File: src/design/dms_cfg.svh
`ifndef DMS_CFG_SVH
`define DMS_CFG_SVH

// bank-select codes for the load-setting command
`define DMS_SEL_OPER       2'h0
`define DMS_SEL_EXT        2'h1

// operating-setting field positions
`define DMS_BL_LSB         0
`define DMS_BT_BIT         3
`define DMS_LAT_LSB        4
`define DMS_MODE_LSB       7
`define DMS_LOOP_RESET_BIT 8

// burst length codes
`define DMS_BL_TWO         3'h1
`define DMS_BL_FOUR        3'h2
`define DMS_BL_EIGHT       3'h3

// read latency codes
`define DMS_LAT_TWO        3'h2
`define DMS_LAT_TWO_HALF   3'h6

// operating mode codes (bits 11..7)
`define DMS_MODE_NORMAL    5'h00
`define DMS_MODE_LOOP_RST  5'h02

// extended register bits
`define DMS_EXT_LOOP_DIS   0
`define DMS_EXT_DRIVE      1
`define DMS_EXT_ISO        2

// register reset values
`define DMS_OPER_RESET     12'h000
`define DMS_EXT_RESET      12'h000

// whole clocks of read latency counted in full clocks
`define DMS_LAT_WHOLE      2

`endif

File: src/design/dms_pkg.sv
package dms_pkg;
    typedef enum logic [1:0] {
        DMS_LEN_TWO   = 2'h0,
        DMS_LEN_FOUR  = 2'h1,
        DMS_LEN_EIGHT = 2'h2,
        DMS_LEN_RSVD  = 2'h3
    } dms_len_t;

    typedef enum logic [2:0] {
        DMS_IDLE  = 3'b001,
        DMS_WAIT  = 3'b010,
        DMS_BURST = 3'b100
    } dms_state_t;
endpackage

File: src/design/dms_burst_if.sv
`timescale 1ns/10ps
`default_nettype none
interface dms_burst_if;
    logic [2:0] start_off;
    logic [1:0] burst_len;
    logic       interleave;
    logic [2:0] index;
    logic [2:0] offset;
    modport ctrl (output start_off, output burst_len, output interleave,
                  output index, input offset);
    modport gen  (input start_off, input burst_len, input interleave,
                  input index, output offset);
endinterface
`default_nettype wire

File: src/design/dms_mode_setting.sv
`timescale 1ns/10ps
`default_nettype none
`include "dms_cfg.svh"

module dms_mode_setting
    import dms_pkg::*;
(
    input  wire logic        clock,
    input  wire logic        rst_n,
    input  wire logic        load_setting_command,
    input  wire logic        bank_select_low,
    input  wire logic        bank_select_high,
    input  wire logic [11:0] address,
    input  wire logic        read_command,
    input  wire logic        self_refresh_active,
    output logic [11:0]      operating_setting,
    output logic [11:0]      extended_function_setting,
    output logic             loop_reset_pulse,
    output logic             loop_enabled,
    output logic             drive_strength_reduced,
    output logic             module_isolation_enable,
    output logic             burst_setting_reserved,
    output logic             mode_reserved,
    output logic             half_clock_latency,
    output logic             read_data_valid,
    output logic [2:0]       read_column_offset,
    output logic             read_first
);
    import dms_pkg::*;

    dms_burst_if bif ();

    dms_order_gen u_order (
        .bif (bif)
    );

    // decode the burst-length code; reserved codes flag an error
    function automatic dms_len_t decode_len(input logic [2:0] code);
        unique case (code)
            `DMS_BL_TWO:   decode_len = DMS_LEN_TWO;
            `DMS_BL_FOUR:  decode_len = DMS_LEN_FOUR;
            `DMS_BL_EIGHT: decode_len = DMS_LEN_EIGHT;
            default:       decode_len = DMS_LEN_RSVD;
        endcase
    endfunction

    function automatic logic [2:0] len_last(input dms_len_t len);
        unique case (len)
            DMS_LEN_TWO:  len_last = 3'h1;
            DMS_LEN_FOUR: len_last = 3'h3;
            default:      len_last = 3'h7;
        endcase
    endfunction

    logic [11:0] oper_reg;
    logic [11:0] oper_next;
    logic [11:0] ext_reg;
    logic [11:0] ext_next;
    logic        lrst_reg;
    logic        lrst_next;
    logic [1:0]  sel;
    logic        load_oper;
    logic        load_ext;

    assign sel = {bank_select_high, bank_select_low};
    assign load_oper = load_setting_command && (sel == `DMS_SEL_OPER);
    assign load_ext  = load_setting_command && (sel == `DMS_SEL_EXT);

    always_comb begin
        oper_next = oper_reg;
        ext_next  = ext_reg;
        lrst_next = 1'b0;
        if (load_oper) begin
            oper_next = address;
            oper_next[`DMS_LOOP_RESET_BIT] = 1'b0;
            lrst_next = (address[11:7] == `DMS_MODE_LOOP_RST);
        end
        if (load_ext) begin
            ext_next = address;
        end
    end

    always_ff @(posedge clock) begin
        if (!rst_n) begin
            oper_reg <= `DMS_OPER_RESET;
            ext_reg  <= `DMS_EXT_RESET;
            lrst_reg <= 1'b0;
        end else begin
            oper_reg <= oper_next;
            ext_reg  <= ext_next;
            lrst_reg <= lrst_next;
        end
    end

    dms_len_t   len;
    logic       interleaved;
    logic [2:0] lat_code;
    assign len         = decode_len(oper_reg[2:0]);
    assign interleaved = oper_reg[`DMS_BT_BIT];
    assign lat_code    = oper_reg[6:4];

    assign operating_setting         = oper_reg;
    assign extended_function_setting = ext_reg;
    assign loop_reset_pulse          = lrst_reg;
    // self refresh forces loop off, exit restores the programmed state
    assign loop_enabled = !ext_reg[`DMS_EXT_LOOP_DIS] && !self_refresh_active;
    assign drive_strength_reduced  = ext_reg[`DMS_EXT_DRIVE];
    assign module_isolation_enable = ext_reg[`DMS_EXT_ISO];
    assign burst_setting_reserved  = (len == DMS_LEN_RSVD);
    assign mode_reserved = (oper_reg[11:7] != `DMS_MODE_NORMAL);
    assign half_clock_latency = (lat_code == `DMS_LAT_TWO_HALF);

    // read sequencer: latency wait then one offset per transfer
    dms_state_t state_reg;
    dms_state_t state_next;
    logic [1:0] wait_reg;
    logic [1:0] wait_next;
    logic [2:0] idx_reg;
    logic [2:0] idx_next;
    logic [2:0] start_reg;
    logic [2:0] start_next;
    logic [2:0] col_reg;
    logic [2:0] col_next;
    logic       valid_reg;
    logic       valid_next;
    logic       first_reg;
    logic       first_next;

    assign bif.start_off  = start_reg;
    assign bif.burst_len  = len;
    assign bif.interleave = interleaved;
    assign bif.index      = idx_reg;

    always_comb begin
        state_next = state_reg;
        wait_next  = wait_reg;
        idx_next   = idx_reg;
        start_next = start_reg;
        col_next   = col_reg;
        valid_next = 1'b0;
        first_next = 1'b0;
        unique case (state_reg)
            DMS_IDLE: begin
                if (read_command && !burst_setting_reserved) begin
                    // start offset from low column bits
                    start_next = address[2:0] & len_last(len);
                    idx_next   = 3'h0;
                    // whole clocks; the half clock is an output phase
                    wait_next  = 2'(`DMS_LAT_WHOLE - 1);
                    state_next = DMS_WAIT;
                end
            end
            DMS_WAIT: begin
                if (wait_reg == 2'h1) begin
                    state_next = DMS_BURST;
                    col_next   = bif.offset;
                    valid_next = 1'b1;
                    first_next = 1'b1;
                    idx_next   = 3'h1;
                end else begin
                    wait_next = 2'(wait_reg + 2'h1);
                end
            end
            DMS_BURST: begin
                if (idx_reg > len_last(len)) begin
                    state_next = DMS_IDLE;
                end else begin
                    col_next   = bif.offset;
                    valid_next = 1'b1;
                    idx_next   = 3'(idx_reg + 3'h1);
                    if (idx_reg == len_last(len)) begin
                        state_next = DMS_IDLE;
                    end
                end
            end
        endcase
    end

    always_ff @(posedge clock) begin
        if (!rst_n) begin
            state_reg <= DMS_IDLE;
            wait_reg  <= 2'h0;
            idx_reg   <= 3'h0;
            start_reg <= 3'h0;
            col_reg   <= 3'h0;
            valid_reg <= 1'b0;
            first_reg <= 1'b0;
        end else begin
            state_reg <= state_next;
            wait_reg  <= wait_next;
            idx_reg   <= idx_next;
            start_reg <= start_next;
            col_reg   <= col_next;
            valid_reg <= valid_next;
            first_reg <= first_next;
        end
    end

    assign read_data_valid    = valid_reg;
    assign read_column_offset = col_reg;
    assign read_first         = first_reg;

    // assertions
    a_oper_load: assert property (@(posedge clock)
        disable iff (!rst_n)
        load_oper |=> operating_setting ==
            ($past(address) & 12'heff))
        else $error("operating setting not loaded");
    a_ext_load: assert property (@(posedge clock)
        disable iff (!rst_n)
        load_ext |=> extended_function_setting == $past(address))
        else $error("extended setting not loaded");
    a_ext_hold: assert property (@(posedge clock)
        disable iff (!rst_n)
        !load_ext |=> $stable(extended_function_setting))
        else $error("extended setting changed without load");
    a_reset_clear: assert property (@(posedge clock)
        disable iff (!rst_n)
        !operating_setting[8])
        else $error("loop reset bit stuck");
    a_loop_pulse: assert property (@(posedge clock)
        disable iff (!rst_n)
        (load_oper && address[11:7] == 5'h02) |=> loop_reset_pulse)
        else $error("loop reset not started");
    a_read_lat: assert property (@(posedge clock)
        disable iff (!rst_n)
        (state_reg == DMS_IDLE && read_command && !burst_setting_reserved)
        |=> !read_data_valid ##1 (read_data_valid && read_first))
        else $error("first data not at latency");
    a_wrap_block: assert property (@(posedge clock)
        disable iff (!rst_n)
        read_data_valid |-> (read_column_offset & ~len_last(len)) == 3'h0)
        else $error("burst left its block");
    a_seq_order: assert property (@(posedge clock)
        disable iff (!rst_n)
        (read_data_valid && $past(read_data_valid) && !interleaved
         && !read_first && $stable(operating_setting))
        |-> read_column_offset ==
            ((3'($past(read_column_offset) + 3'h1)) & len_last(len)))
        else $error("sequential order wrong");
    a_ilv_first: assert property (@(posedge clock)
        disable iff (!rst_n)
        (read_data_valid && read_first) |-> read_column_offset == start_reg)
        else $error("first offset not start");
    a_selfref_off: assert property (@(posedge clock)
        disable iff (!rst_n)
        self_refresh_active |-> !loop_enabled)
        else $error("loop on in self refresh");
    // index register runs one ahead of the transfer being shown
    a_ilv_order: assert property (@(posedge clock)
        disable iff (!rst_n)
        (read_data_valid && interleaved && $stable(operating_setting))
        |-> read_column_offset ==
            ((start_reg ^ 3'(idx_reg - 3'h1)) & len_last(len)))
        else $error("interleaved order wrong");
    a_mode_flag: assert property (@(posedge clock)
        disable iff (!rst_n)
        (load_oper && (address[11:7] == `DMS_MODE_NORMAL
                       || address[11:7] == `DMS_MODE_LOOP_RST))
        |=> !mode_reserved)
        else $error("normal mode flagged reserved");
    a_half_flag: assert property (@(posedge clock)
        disable iff (!rst_n)
        (load_oper && address[6:4] == `DMS_LAT_TWO_HALF)
        |=> half_clock_latency)
        else $error("half clock latency not decoded");
    a_rsvd_refused: assert property (@(posedge clock)
        disable iff (!rst_n)
        (state_reg == DMS_IDLE && read_command && burst_setting_reserved)
        |=> (state_reg == DMS_IDLE && !read_data_valid))
        else $error("read accepted with reserved length");

    c_burst_eight: cover property (@(posedge clock) disable iff (!rst_n)
        read_first && len == DMS_LEN_EIGHT && interleaved);
    c_loop_reset: cover property (@(posedge clock) disable iff (!rst_n)
        loop_reset_pulse);
    c_ext_load: cover property (@(posedge clock) disable iff (!rst_n)
        load_ext ##1 module_isolation_enable);
    c_seq_wrap: cover property (@(posedge clock) disable iff (!rst_n)
        read_data_valid && !interleaved && !read_first
        && read_column_offset == 3'h0);
endmodule
`default_nettype wire

File: src/design/dms_order_gen.sv
`timescale 1ns/10ps
`default_nettype none
module dms_order_gen
    import dms_pkg::*;
(
    dms_burst_if.gen bif
);
    import dms_pkg::*;

    function automatic logic [2:0] len_mask(input logic [1:0] len);
        unique case (len)
            DMS_LEN_TWO:  len_mask = 3'h1;
            DMS_LEN_FOUR: len_mask = 3'h3;
            default:      len_mask = 3'h7;
        endcase
    endfunction

    logic [2:0] mask;
    logic [2:0] raw;

    always_comb begin
        mask = len_mask(bif.burst_len);
        if (bif.interleave) begin
            raw = bif.start_off ^ bif.index;
        end else begin
            raw = 3'(bif.start_off + bif.index);
        end
        bif.offset = raw & mask;
    end
endmodule
`default_nettype wire

File: config.mk
export PLATFORM = sky130hd
export DESIGN_NAME = dms_mode_setting
export DESIGN_NICKNAME = d
export VERILOG_FILES = /design/src/design/dms_pkg.sv /design/src/design/dms_burst_if.sv /design/src/design/dms_mode_setting.sv /design/src/design/dms_order_gen.sv
export VERILOG_INCLUDE_DIRS = /design/src /design/src/design
export SDC_FILE = /design/constraint.sdc
export NUM_CORES = 1
export LEC_CHECK = 0
export BUFFER_PORTS_ARGS = -buffer_cell sky130_fd_sc_hd__buf_2
export CAP_MARGIN = 20
export CORE_ASPECT_RATIO = 0.6
export CORE_MARGIN = 2
export CORE_UTILIZATION = 30
export CTS_CLUSTER_SIZE = 25
export DETAILED_ROUTE_END_ITERATION = 12
export RECOVER_POWER = 25
export SLEW_MARGIN = 30
export SYNTH_ARGS = -nofsm -noshare
export SYNTH_HDL_FRONTEND = slang
export SYNTH_SLANG_ARGS = --single-unit
File: constraint.sdc
create_clock -name clock -period 1.9 [get_ports clock]
set_input_delay 0.19 -clock clock [delete_from_list [all_inputs] [get_ports clock]]
set_output_delay 0.19 -clock clock [all_outputs]
set_load 0.02 [all_outputs]
==> metrics <==
GRT Residual Overflow=0; CORE AREA=6140 sq um; number of diodes=0; Reg-to-Reg End=bif.index[0]; highest net fanout along the worst path=6; Detail Route Antenna Nets=0; total length of routed met2 wires=1560 um; Worst Max-Slew Pin Slew=918 ps; DRT Wirelength=4160 um; routability congestion estimate from global placement=0.776; Worst Slack Setup Final=105 ps; Layout Area Growth over Synthesis=24.2%; DIE WIDTH=107 um; routed via count=1,507; sum of routed wire segments on met1=2220 um; critical path startpoint category=flop; total number of yosys warnings=0; post-CTS setup repair buffer count=0; top cells by area in the synthesized netlist=sky130_fd_sc_hd__dfxtp_1, sky130_fd_sc_hd__mux2i_1, sky130_fd_sc_hd__nor2b_1; clock skew=6.01 ps; worst min-delay path startpoint=address[8]; top cell types by occurrence after synthesis=sky130_fd_sc_hd__dfxtp_1, sky130_fd_sc_hd__mux2i_1, sky130_fd_sc_hd__nor2b_1; hold bufs inserted after CTS=0; pwr dens=724 nW/um^2; TritonCTS clock tree=built; CTS max path bufs=2; CP Cell Sequence=xor2_1 > nand2b_1 > inv_2 > ha_4 > nand2_2 > nor4_2 > or3_1 > a31oi_2 > mux2i_1; setup slack, reg-to-reg=100 ps; share of cells above drive strength 1=0.317; clk sink count=40; number of flops mapped to enable cells by yosys=0; Worst IR Drop VDD=255 uV; top cell type's share of synthesized area=0.420; area of the die=7030 sq um; post-synthesis net count=218; GR Util All Layers=0.121; synthesis-stage register bit count=40; minimum setup slack after placement=33.1 ps; main flop type after synthesis=sky130_fd_sc_hd__dfxtp_1; IO Port Bufs=53; static leakage power=0.00107 uW; Worst Hold Path Cells=2; area taken by flip-flops and latches=806 sq um; setup repair after global routing missed its margin=true; die height=65.8 um; master of the slowest instance on the critical path=sky130_fd_sc_hd__dfxtp_4; met3 wirelength from detailed routing=347 um; Worst path top cell family by delay=simple AND/OR/NAND/NOR gates; data arrival time at the worst-slack endpoint=2020 ps; number of distinct library cells after synthesis=47; buffers and inverters on the worst path=1; Hold Path End=loop_reset_pulse; initial antenna violation count=0; depth of the worst register-to-register path=9; Reg2Reg Launch Point=operating_setting[0]; Avg Inst Size Synth=9.88 sq um; synthesized instance count=193; peak per-stage delay on the critical path=370 ps; Slew HR=0.388; number of iterations in the first detailed-routing pass=4; max FFs per register=12; final count of pins violating max slew=0; number of rows created at floorplan=22; sum of negative setup slack=0 ps; outcome=finished clean; multi-input gate area in the final layout=1040 sq um; final count of negative-setup-slack endpoints=0; Final #Nets=273; insertion delay to the later sink of the worst-skew pair=290 ps; Fill cells=629; area of the mapped netlist=1910 sq um; half-perimeter wire length after placement=3110 um; first-pass GRT wire length=6550 um; type of element capturing the critical path=flop; 1st-iter DRT viols=55; time the final worst path needs with I/O delays and setup=1800 ps; maxcap violations=0; maximum achievable frequency=557 MHz; I/O pins=55; maximum number of pins on one net before global-route repair=47; clock transition time at the flip-flop clock pins of the worst setup and hold paths=80 ps; final period utilization=0.945; Num CTS Buffers=5; htree depth=2; Highest Signal Layer=met4; classification of the worst-slack hold path=input port to flop; number of global-route vias before repair=1,277; count of endpoints failing hold in the final timing report=0; data required time of the critical path=2130 ps; Post-synth ARST share=0; vias per std cell=4.53; effective utilization at floorplan=0.311; count of unresolved DRC violations after routing=0; leading area contributor after synthesis=sky130_fd_sc_hd__dfxtp_1; utilization after layout=0.386; dominant cell by count in the synthesized netlist=sky130_fd_sc_hd__dfxtp_1; classification of the worst setup path=flop to flop; average detailed-routed wire length per instance=12.5 um; fraction of the yosys area taken by sequential cells=0.420; Root Driver=sky130_fd_sc_hd__clkbuf_8
## final cells by class
cell class                 count  share of cell area
clock buffer                   7              0.0365
clock inverter                 1             0.00317
inverter                       7              0.0111
multi-input combinational    135               0.437
sequential                    40               0.340
tap                           84              0.0444
timing repair buffer          59               0.127
## stage by stage
step	area [sq um]	power [uW]	cells	hold WS (ps)
after floorplan	1910	1070	193	325
after detailed placement	2260	1140	325	444
after CTS	2360	1740	333	161
final	2370	1720	333	168
after global routing	2370	1800	333	163
after global placement	2260	1140	325	441
## power by group
part	switching, uW	internal (uW)
Combinational	130	104
Sequential	24.2	864
Clock	297	295
Total	452	1260
## placed cells by master, fill, tap and decap left out, types with 2 or more instances in the layout
| cell | count |
|---|---|
| sky130_fd_sc_hd__o21ai_1 | 2 |
| sky130_fd_sc_hd__nor2b_1 | 23 |
| sky130_fd_sc_hd__nand2_1 | 14 |
| sky130_fd_sc_hd__nor2_1 | 7 |
| sky130_fd_sc_hd__xnor2_1 | 2 |
| sky130_fd_sc_hd__a21oi_1 | 2 |
| sky130_fd_sc_hd__nand2b_1 | 3 |
| sky130_fd_sc_hd__inv_1 | 6 |
| sky130_fd_sc_hd__nor3b_1 | 2 |
| sky130_fd_sc_hd__nand3b_1 | 4 |
| sky130_fd_sc_hd__clkbuf_1 | 4 |
| sky130_fd_sc_hd__o211ai_1 | 3 |
| sky130_fd_sc_hd__buf_4 | 4 |
| sky130_fd_sc_hd__and2_1 | 3 |
| sky130_fd_sc_hd__nand4_1 | 2 |
| sky130_fd_sc_hd__ha_1 | 4 |
| sky130_fd_sc_hd__a21boi_1 | 4 |
| sky130_fd_sc_hd__buf_2 | 52 |
| sky130_fd_sc_hd__mux2i_1 | 25 |
| sky130_fd_sc_hd__nand3_1 | 7 |
| sky130_fd_sc_hd__clkbuf_8 | 6 |
| sky130_fd_sc_hd__dfxtp_1 | 38 |
## how the worst max path moves through the flow
stage,start,end,slack [ps],cells after the start
final,operating_setting[0],bif.index[0],100,9
after global routing,operating_setting[0],bif.index[0],-40,9
after CTS,operating_setting[0],read_column_offset[1],30,8
after detailed placement,operating_setting[0],read_column_offset[1],30,8
after global placement,operating_setting[0],read_column_offset[1],70,8
after floorplan,operating_setting[2],read_column_offset[1],20,7
## repair_timing
action                                 4_1_cts  5_1_grt
endpoints found under the hold margin        0        0
gates resized for setup                      0        5
setup endpoints to repair                    0        6
## kinds of logic (layout without fill, tap and decap cells)
kind of cell / after synthesis / in the layout / synth area share
other cells: 1 / 1 / 0.00197
xor+xnor: 3 / 3 / 0.0138
simple gates: 78 / 78 / 0.240
fa+ha+maj: 6 / 6 / 0.0433
buf+inv: 18 / 74 / 0.0453
flops: 40 / 40 / 0.420
compound gates: 22 / 22 / 0.105
mux: 25 / 25 / 0.131
## routing by layer
| layer | global-route usage | up-vias |
|---|---|---|
| li1 | - | 775 |
| met1 | 0.183 | 684 |
| met2 | 0.154 | 44 |
| met3 | 0.0496 | 4 |
| met4 | 0.0341 | 0 |
| met5 | 0 | - |
No activity file was read; power rests on OpenSTA's default activity.
